[src/pkg/prc_pkg.sv]
// Package: register map, field positions and reset values of the pin route block
package prc_pkg;
   // Offsets 0x0..0x3 are not multiples of four, so they are word indices
   localparam logic [1:0]  PRC_IDX_LUT_EVT   = 2'h0;
   localparam logic [1:0]  PRC_IDX_SERIAL    = 2'h1;
   localparam logic [1:0]  PRC_IDX_WAVE      = 2'h2;
   localparam logic [1:0]  PRC_IDX_CAPTURE   = 2'h3;
   localparam int          PRC_NUM_REGS      = 4;
   localparam int          PRC_ADDR_W        = 12;
   // Writable bit masks; all other bits read zero
   localparam logic [7:0]  PRC_MASK_LUT_EVT  = 8'h37;
   localparam logic [7:0]  PRC_MASK_SERIAL   = 8'h05;
   localparam logic [7:0]  PRC_MASK_WAVE     = 8'h3F;
   localparam logic [7:0]  PRC_MASK_CAPTURE  = 8'h01;
   localparam logic [7:0]  PRC_RESET_VAL     = 8'h00;
   // Field positions
   localparam int          PRC_BIT_TABLE_ONE = 5;
   localparam int          PRC_BIT_TABLE_ZERO = 4;
   localparam int          PRC_BIT_EVT_LO    = 0;
   localparam int          PRC_BIT_SYNC_SER  = 2;
   localparam int          PRC_BIT_ASYNC_SER = 0;
   localparam int          PRC_BIT_WAVE_LO   = 0;
   localparam int          PRC_BIT_WAVE_HI   = 3;
   localparam int          PRC_BIT_CAPTURE   = 0;
   localparam int          PRC_SYNC_SER_W    = 4;
   localparam int          PRC_ASYNC_SER_W   = 3;

   typedef enum logic [1:0] {
      PRC_IDLE   = 2'b00,
      PRC_ACCESS = 2'b01
   } prc_apb_state_t;

   function automatic logic [7:0] prc_mask_of(input logic [1:0] idx);
      logic [7:0] m;
      m = PRC_MASK_CAPTURE;
      if (idx == PRC_IDX_LUT_EVT) begin
         m = PRC_MASK_LUT_EVT;
      end else if (idx == PRC_IDX_SERIAL) begin
         m = PRC_MASK_SERIAL;
      end else if (idx == PRC_IDX_WAVE) begin
         m = PRC_MASK_WAVE;
      end
      return m;
   endfunction
endpackage

[src/rtl/prc_apb_slave.sv]
// APB slave holding the four route control registers
`timescale 1ns/1ps
module prc_apb_slave
   import prc_pkg::*;
(
   input  wire logic                  clk_sys,
   input  wire logic                  rst_n,
   input  wire logic                  psel,
   input  wire logic                  penable,
   input  wire logic                  pwrite,
   input  wire logic [PRC_ADDR_W-1:0] paddr,
   input  wire logic [31:0]           pwdata,
   input  wire logic [3:0]            pstrb,
   output logic      [31:0]           prdata,
   output logic                       pready,
   output logic                       pslverr,
   output logic      [7:0]            ctrl_q [PRC_NUM_REGS]
);
   prc_apb_state_t state_q;
   // Word index; byte address is four times the index
   wire [1:0] idx      = paddr[3:2];
   wire       mapped   = (paddr[PRC_ADDR_W-1:4] == '0) && (paddr[1:0] == 2'b00);
   wire       setup    = psel && !penable && (state_q == PRC_IDLE);
   // Write lands only on the completing edge, so an abandoned setup changes nothing
   wire       done     = psel && penable && pready;
   wire       wr_ok    = done && pwrite && mapped && pstrb[0];
   wire [7:0] wr_val   = pwdata[7:0] & prc_mask_of(idx);

   always_ff @(posedge clk_sys or negedge rst_n) begin
      if (!rst_n) begin
         state_q <= PRC_IDLE;
         pready  <= 1'b0;
         pslverr <= 1'b0;
         prdata  <= 32'h0000_0000;
      end else begin
         pready  <= setup;
         pslverr <= setup && !mapped;
         prdata  <= (setup && !pwrite && mapped) ? {24'h00_0000, ctrl_q[idx]} : 32'h0000_0000;
         state_q <= setup ? PRC_ACCESS : PRC_IDLE;
      end
   end

   // Masked writes keep unimplemented bits at zero
   always_ff @(posedge clk_sys or negedge rst_n) begin
      if (!rst_n) begin
         for (int i = 0; i < PRC_NUM_REGS; i++) begin
            ctrl_q[i] <= PRC_RESET_VAL;
         end
      end else if (wr_ok) begin
         ctrl_q[idx] <= wr_val;
      end
   end
endmodule

[src/rtl/prc_pin_sel.sv]
// Registered two-way pin selector: signal goes to default or alternative pin
`timescale 1ns/1ps
module prc_pin_sel
   import prc_pkg::*;
#(
   parameter int W = 1
) (
   input  wire logic         clk_sys,
   input  wire logic         rst_n,
   input  wire logic         alt_sel,
   input  wire logic [W-1:0] sig_out,
   input  wire logic [W-1:0] sig_oe,
   input  wire logic [W-1:0] def_in,
   input  wire logic [W-1:0] alt_in,
   output logic      [W-1:0] def_out,
   output logic      [W-1:0] def_oe_n,
   output logic      [W-1:0] alt_out,
   output logic      [W-1:0] alt_oe_n,
   output logic      [W-1:0] sig_in
);
   // Unselected pin stays released so it cannot fight the port driver
   // Enables are active low and kept in the flop, so no gate sits after it
   wire [W-1:0] def_oe_n_d = alt_sel ? '1 : ~sig_oe;
   wire [W-1:0] alt_oe_n_d = alt_sel ? ~sig_oe : '1;
   wire [W-1:0] in_d       = alt_sel ? alt_in : def_in;

   always_ff @(posedge clk_sys or negedge rst_n) begin
      if (!rst_n) begin
         def_out  <= '0;
         def_oe_n <= '1;
         alt_out  <= '0;
         alt_oe_n <= '1;
         sig_in   <= '0;
      end else begin
         def_out  <= sig_out;
         def_oe_n <= def_oe_n_d;
         alt_out  <= sig_out;
         alt_oe_n <= alt_oe_n_d;
         sig_in   <= in_d;
      end
   end
endmodule

[src/rtl/prc_top.sv]
// Pin route control block: APB registers steering peripheral signals to package pins
`timescale 1ns/1ps
// Summary of operation
// A cleared route bit keeps a signal on its default pin or its function off, a set bit moves or enables it.
// Bit 5 of the first register moves the lookup table one output to its alternative pin.
// Bit 4 of the first register moves the lookup table zero output to its alternative pin.
// Bits 2, 1 and 0 of the first register enable event output pins 2, 1 and 0, disabled when clear.
// Bit 2 of the second register moves all synchronous serial port signals to the alternative pin set.
// Bit 0 of the second register moves all asynchronous serial port signals to the alternative pin set.
// Bits 2, 1 and 0 of the third register select alternative pins for timer waveform outputs 2, 1 and 0.
// In split mode bits 2, 1 and 0 of the third register steer the low byte compare outputs 2, 1 and 0.
// In split mode bits 5, 4 and 3 of the third register select alternative pins for waveform outputs 5, 4 and 3.
// In normal timer mode bits 5 to 3 of the third register affect no routing.
// Bit 0 of the fourth register moves the capture timer output to its alternative pin.
// All registers reset to zero and unimplemented bits read zero and ignore writes.
module prc_top
   import prc_pkg::*;
(
   input  wire logic                  clk_sys,
   input  wire logic                  rst_n,
   input  wire logic                  psel,
   input  wire logic                  penable,
   input  wire logic                  pwrite,
   input  wire logic [PRC_ADDR_W-1:0] paddr,
   input  wire logic [31:0]           pwdata,
   input  wire logic [3:0]            pstrb,
   output logic      [31:0]           prdata,
   output logic                       pready,
   output logic                       pslverr,
   input  wire logic [1:0]            table_out,
   output logic      [1:0]            table_def_pin,
   output logic      [1:0]            table_alt_pin,
   input  wire logic [2:0]            event_chan,
   output logic      [2:0]            event_pin,
   output logic      [2:0]            event_pin_oe_n,
   input  wire logic [PRC_SYNC_SER_W-1:0]  sync_ser_out,
   input  wire logic [PRC_SYNC_SER_W-1:0]  sync_ser_oe,
   output logic      [PRC_SYNC_SER_W-1:0]  sync_ser_in,
   input  wire logic [PRC_SYNC_SER_W-1:0]  sync_def_pin_in,
   output logic      [PRC_SYNC_SER_W-1:0]  sync_def_pin_out,
   output logic      [PRC_SYNC_SER_W-1:0]  sync_def_pin_oe_n,
   input  wire logic [PRC_SYNC_SER_W-1:0]  sync_alt_pin_in,
   output logic      [PRC_SYNC_SER_W-1:0]  sync_alt_pin_out,
   output logic      [PRC_SYNC_SER_W-1:0]  sync_alt_pin_oe_n,
   input  wire logic [PRC_ASYNC_SER_W-1:0] async_ser_out,
   input  wire logic [PRC_ASYNC_SER_W-1:0] async_ser_oe,
   output logic      [PRC_ASYNC_SER_W-1:0] async_ser_in,
   input  wire logic [PRC_ASYNC_SER_W-1:0] async_def_pin_in,
   output logic      [PRC_ASYNC_SER_W-1:0] async_def_pin_out,
   output logic      [PRC_ASYNC_SER_W-1:0] async_def_pin_oe_n,
   input  wire logic [PRC_ASYNC_SER_W-1:0] async_alt_pin_in,
   output logic      [PRC_ASYNC_SER_W-1:0] async_alt_pin_out,
   output logic      [PRC_ASYNC_SER_W-1:0] async_alt_pin_oe_n,
   input  wire logic                  wave_split_mode,
   input  wire logic [5:0]            wave_out,
   output logic      [5:0]            wave_def_pin,
   output logic      [5:0]            wave_alt_pin,
   input  wire logic                  capture_out,
   output logic                       capture_def_pin,
   output logic                       capture_alt_pin,
   output logic      [7:0]            route_lut_evt,
   output logic      [7:0]            route_serial,
   output logic      [7:0]            route_wave,
   output logic      [7:0]            route_capture
);
   logic [7:0] ctrl_q [PRC_NUM_REGS];

   prc_apb_slave u_regs (
      .clk_sys (clk_sys),
      .rst_n   (rst_n),
      .psel    (psel),
      .penable (penable),
      .pwrite  (pwrite),
      .paddr   (paddr),
      .pwdata  (pwdata),
      .pstrb   (pstrb),
      .prdata  (prdata),
      .pready  (pready),
      .pslverr (pslverr),
      .ctrl_q  (ctrl_q)
   );

   wire [7:0] lut_evt_r  = ctrl_q[PRC_IDX_LUT_EVT];
   wire [7:0] serial_r   = ctrl_q[PRC_IDX_SERIAL];
   wire [7:0] wave_r     = ctrl_q[PRC_IDX_WAVE];
   wire [7:0] capture_r  = ctrl_q[PRC_IDX_CAPTURE];

   wire       table_one_alt_pin     = lut_evt_r[PRC_BIT_TABLE_ONE];
   wire       table_zero_alt_pin    = lut_evt_r[PRC_BIT_TABLE_ZERO];
   wire [2:0] event_pin_enable      = lut_evt_r[PRC_BIT_EVT_LO +: 3];
   wire       sync_serial_alt_pins  = serial_r[PRC_BIT_SYNC_SER];
   wire       async_serial_alt_pins = serial_r[PRC_BIT_ASYNC_SER];
   wire       capture_timer_alt_pin = capture_r[PRC_BIT_CAPTURE];
   // Low three bits act in both modes; in split mode they carry low byte compares
   wire [2:0] wave_lo_alt = wave_r[PRC_BIT_WAVE_LO +: 3];
   // Upper outputs exist only in split mode, so their bits are ignored otherwise
   wire [2:0] wave_hi_alt = wave_split_mode ? wave_r[PRC_BIT_WAVE_HI +: 3] : 3'h0;
   wire [5:0] wave_alt    = {wave_hi_alt, wave_lo_alt};
   wire [5:0] wave_live   = wave_split_mode ? wave_out : {3'h0, wave_out[2:0]};
   wire [1:0] table_alt   = {table_one_alt_pin, table_zero_alt_pin};

   prc_pin_sel #(.W(PRC_SYNC_SER_W)) u_sync (
      .clk_sys (clk_sys),
      .rst_n   (rst_n),
      .alt_sel (sync_serial_alt_pins),
      .sig_out (sync_ser_out),
      .sig_oe  (sync_ser_oe),
      .def_in  (sync_def_pin_in),
      .alt_in  (sync_alt_pin_in),
      .def_out  (sync_def_pin_out),
      .def_oe_n (sync_def_pin_oe_n),
      .alt_out  (sync_alt_pin_out),
      .alt_oe_n (sync_alt_pin_oe_n),
      .sig_in  (sync_ser_in)
   );

   prc_pin_sel #(.W(PRC_ASYNC_SER_W)) u_async (
      .clk_sys (clk_sys),
      .rst_n   (rst_n),
      .alt_sel (async_serial_alt_pins),
      .sig_out (async_ser_out),
      .sig_oe  (async_ser_oe),
      .def_in  (async_def_pin_in),
      .alt_in  (async_alt_pin_in),
      .def_out  (async_def_pin_out),
      .def_oe_n (async_def_pin_oe_n),
      .alt_out  (async_alt_pin_out),
      .alt_oe_n (async_alt_pin_oe_n),
      .sig_in   (async_ser_in)
   );

   always_ff @(posedge clk_sys or negedge rst_n) begin
      if (!rst_n) begin
         table_def_pin   <= 2'h0;
         table_alt_pin   <= 2'h0;
         event_pin       <= 3'h0;
         event_pin_oe_n  <= 3'h7;
         wave_def_pin    <= 6'h00;
         wave_alt_pin    <= 6'h00;
         capture_def_pin <= 1'b0;
         capture_alt_pin <= 1'b0;
      end else begin
         table_def_pin   <= table_out & ~table_alt;
         table_alt_pin   <= table_out & table_alt;
         event_pin       <= event_chan & event_pin_enable;
         event_pin_oe_n  <= ~event_pin_enable;
         wave_def_pin    <= wave_live & ~wave_alt;
         wave_alt_pin    <= wave_live & wave_alt;
         capture_def_pin <= capture_out & ~capture_timer_alt_pin;
         capture_alt_pin <= capture_out & capture_timer_alt_pin;
      end
   end

   // Register copies for other blocks, taken from flip-flops
   always_ff @(posedge clk_sys or negedge rst_n) begin
      if (!rst_n) begin
         route_lut_evt <= PRC_RESET_VAL;
         route_serial  <= PRC_RESET_VAL;
         route_wave    <= PRC_RESET_VAL;
         route_capture <= PRC_RESET_VAL;
      end else begin
         route_lut_evt <= lut_evt_r;
         route_serial  <= serial_r;
         route_wave    <= wave_r;
         route_capture <= capture_r;
      end
   end
endmodule

[config.mk]
export PLATFORM = sky130hd
export DESIGN_NAME = prc_top
export DESIGN_NICKNAME = d
export VERILOG_FILES = /design/src/pkg/prc_pkg.sv /design/src/rtl/prc_apb_slave.sv /design/src/rtl/prc_pin_sel.sv /design/src/rtl/prc_top.sv
export SDC_FILE = /design/constraint.sdc
export NUM_CORES = 1
export LEC_CHECK = 0
export BUFFER_PORTS_ARGS = -buffer_cell sky130_fd_sc_hd__buf_4
export CORE_MARGIN = 3
export CORE_UTILIZATION = 45
export CTS_BUF_LIST = sky130_fd_sc_hd__clkbuf_4 sky130_fd_sc_hd__clkbuf_8 sky130_fd_sc_hd__clkbuf_16
export DETAILED_ROUTE_END_ITERATION = 12
export PLACE_DENSITY_LB_ADDON = 0.1
export SETUP_SLACK_MARGIN = 0.15
export SLEW_MARGIN = 20
export SYNTH_ARGS = -nofsm -noshare
export SYNTH_HDL_FRONTEND = slang
export SYNTH_HIERARCHICAL = 1
export SYNTH_SLANG_ARGS = --single-unit
[constraint.sdc]
create_clock -name clk_sys -period 1.7 [get_ports clk_sys]
set_input_delay 0.34 -clock clk_sys [delete_from_list [all_inputs] [get_ports clk_sys]]
set_output_delay 0.34 -clock clk_sys [all_outputs]
set_load 0.02 [all_outputs]
==> out/summary.txt <==
status = finished, violations left
failing checks = setup timing
r2r worst-path depth = 6
yosys warns = 6
TritonCTS clock tree = yes
fmax = 584 MHz
H-tree depth = 4
RSZ-0062 raised after global routing = yes
crit-path max cell delay = 0.36 ns
Max-Cap Viols = 0
worst r2r dst = u_regs/ctrl_q[16]$_DFFE_PN0P_
worst slack, placed = -0.289 ns
Critical R2R Launch = u_regs/pready$_DFF_PN0_
hold path depth = 2
Avg Inst Size Synth = 16.0 um^2
Post-synth EDFFs = 0
commonest non-fill, non-tap cell in the layout = buf_4
minimum clock period = 1.71 ns
Ports = 219
Setup CP Type = flip-flop to flip-flop
Final Max Slew Viols = 0
Post-Syn Area = 4170 um^2
worst setup margin = -0.0133 ns
CP Data Required Time = 2.07 ns
Starting DRT DRC Count = 72
CP max FO = 4
fin crit share = 101%
VDD IR max = 665 uV
sequential area share after synthesis = 70.2%
CTS Root Cell = clkbuf_8
met3 usage = 5.32%
drt total wl = 8460 um
pin count of the biggest net entering global routing = 38
Area growth, synth to finish = 51.1%
total CTS buffers = 17
register bit total from synthesis = 116
predominant post-synthesis flop cell = dfrtp_1
hpwl dp = 6050 um
TNS Setup = -0.0210 ns
Power Dens Cells = 1020 nW/um^2
number of antenna violations at the first check in global routing = 0
met1 layer usage reported by global route = 18.9%
Cell Chain, Critical Path = and4bb_2 > nand4_4 > buf_6 > nor3b_4 > buf_4 > mux2_4
Buf/Inv on CP = 2
Total GRT Usage = 16.1%
GRT Max-Usage Layer = met2
crit-path leading delay family = simple AND/OR/NAND/NOR gates
Die Y = 102 um
Finished Core Util = 71.1%
Worst Setup Start Kind = flip-flop
most frequent cells in the layout = buf_4 (174), dfrtp_1 (98), conb_1 (34)
CP arrival = 2.09 ns
Reg clk slew, reported paths = 0.05 ns
drt drc = 0
Layout fillers = 611
GP Congestion = 0.706
grt ovf = 0
LEAKAGE = 3.25 nW
IO Port Bufs = 163
worst min-delay path class = primary input to flip-flop
Post-Synthesis Cells = 260
M2 GR Usage = 28.1%
diode count = 0
first-pass GRT wire length = 12,600 um
Starting Density = 47.1%
CP max stage cell = dfrtp_2
Finish-stage setup viols = 3
Fin. Hold Viols = 0
Vias/cell = 4.37
CTS Sinks = 116
Distinct cells, synth = 26
router iterations before antenna repair = 5
Hold EP = event_pin[2]$_DFF_PN0_
Site Rows = 34
die width = 102 um
worst hold start = event_chan[2]
flop2flop setup slack = -0.01 ns
placed insts = 535
clk_skew = 0.00547 ns
ys async rst share = 100%
die area = 10,500 um^2
clock latency on the worst-skew pair = 0.49 ns
via count = 2,576
vias in the first global route = 2,556
Post-layout nets = 562
share of layout cells above drive strength 1 = 57.0%
DRT antenna net count = 0
CTS max path bufs = 2
CP endpoint kind = flip-flop
wire length per cell = 14.4 um
Finished Layout Cells = 589
core box area = 8850 um^2
-- report_power, final --
group / leakage (nW) / internal [mW] / switching [mW] / total (mW)
Clock: 0.242 / 1.83 / 1.23 / 3.06
Combinational: 1.51 / 0.236 / 0.268 / 0.505
Sequential: 1.49 / 2.82 / 0.0157 / 2.84
-- flip-flops by register name, summed over array words and instances, names as in the netlist, 2 cells and up --
register,flops
u_regs/ctrl_q,24
route_serial,8
u_regs/prdata,6
u_async/def_oe_n,3
event_pin_oe_n,3
u_sync/alt_oe_n,4
wave_alt_pin,6
route_lut_evt,8
u_async/sig_in,3
route_wave,8
u_sync/sig_in,4
table_alt_pin,2
wave_def_pin,6
u_sync/def_oe_n,4
route_capture,8
u_async/alt_out,3
table_def_pin,2
u_async/alt_oe_n,3
u_sync/alt_out,4
event_pin,3
-- synth_stat cells, drive strengths merged, types with 2 or more instances --
| master | count | area, um^2 |
|---|---|---|
| clkbuf | 2 | 7.51 |
| buf | 44 | 342 |
| nor2b | 21 | 131 |
| nor4 | 2 | 42.5 |
| nor3b | 2 | 31.3 |
| nand2b | 7 | 43.8 |
| dfrtp | 99 | 2480 |
| nand4 | 2 | 27.5 |
| nor2 | 3 | 11.3 |
| and2 | 10 | 62.6 |
| and3 | 4 | 25.0 |
| dfstp | 17 | 447 |
| inv | 4 | 15.0 |
| mux4 | 6 | 135 |
| and3b | 3 | 26.3 |
| nand2 | 8 | 30.0 |
| mux2 | 21 | 274 |
-- kinds of logic (layout without fill, tap and decap cells) --
| family | count (synthesis) | in the layout | share of synthesized area [%] |
|---|---|---|---|
| multiplexers | 27 | 27 | 9.82 |
| other | 1 | 34 | 0.0900 |
| flip-flops | 116 | 116 | 70.2 |
| AND/OR/NAND/NOR | 65 | 65 | 11.0 |
| AO/OA/AOI/OAI | 1 | 1 | 0.150 |
| buffers and inverters | 50 | 238 | 8.74 |
-- how the worst max path moves through the flow --
stage,startpoint,endpoint,cells past startpoint
4_1_cts,u_regs/pready$_DFF_PN0_,u_regs/ctrl_q[13]$_DFFE_PN0P_,6
5_1_grt,u_regs/pready$_DFF_PN0_,u_regs/ctrl_q[16]$_DFFE_PN0P_,6
2_1_floorplan,paddr[8],u_regs/ctrl_q[24]$_DFFE_PN0P_,5
3_3_place_gp,paddr[11],u_regs/ctrl_q[10]$_DFFE_PN0P_,7
6_report,u_regs/pready$_DFF_PN0_,u_regs/ctrl_q[16]$_DFFE_PN0P_,6
3_5_place_dp,paddr[11],u_regs/ctrl_q[10]$_DFFE_PN0P_,7
-- layer usage --
layer	share of wire, %	wire length [um]	vias to the layer above
met1	38	3180	1267
li1	-	-	1195
met2	54	4610	109
met3	7.1	598	5
met4	0.83	70	0
met5	0	0	-
-- through the flow --
stage	hold WS (ns)	cell area, um^2	total power, mW
6_report	0.0599	6290	6.40
5_1_grt	0.0332	6290	6.66
4_1_cts	0.0336	6210	6.47
3_5_place_dp	0.332	5470	3.35
3_3_place_gp	0.328	5470	3.34
2_1_floorplan	0.0444	4310	3.13
-- what timing repair did --
item / 4_1_cts / 5_1_grt
hold endpoints to repair: 54 / 0
setup buffers: 4 / 3
resized for setup: 7 / 15
hold buffers: 15 / 0
pin swaps: 5 / 5
setup endpoints to repair: 13 / 25
-- area by class of cell --
cell class	count	area, um^2	share of cell area [%]
Clock inverter	14	106	1.69
Tap cell	108	135	2.15
Timing Repair Buffer	202	1620	25.7
Inverter	4	15.0	0.239
Multi-Input combinational cell	127	1060	16.9
Sequential cell	116	2930	46.5
Clock buffer	18	428	6.80
Note: power is estimated with default switching activity, not from simulation.
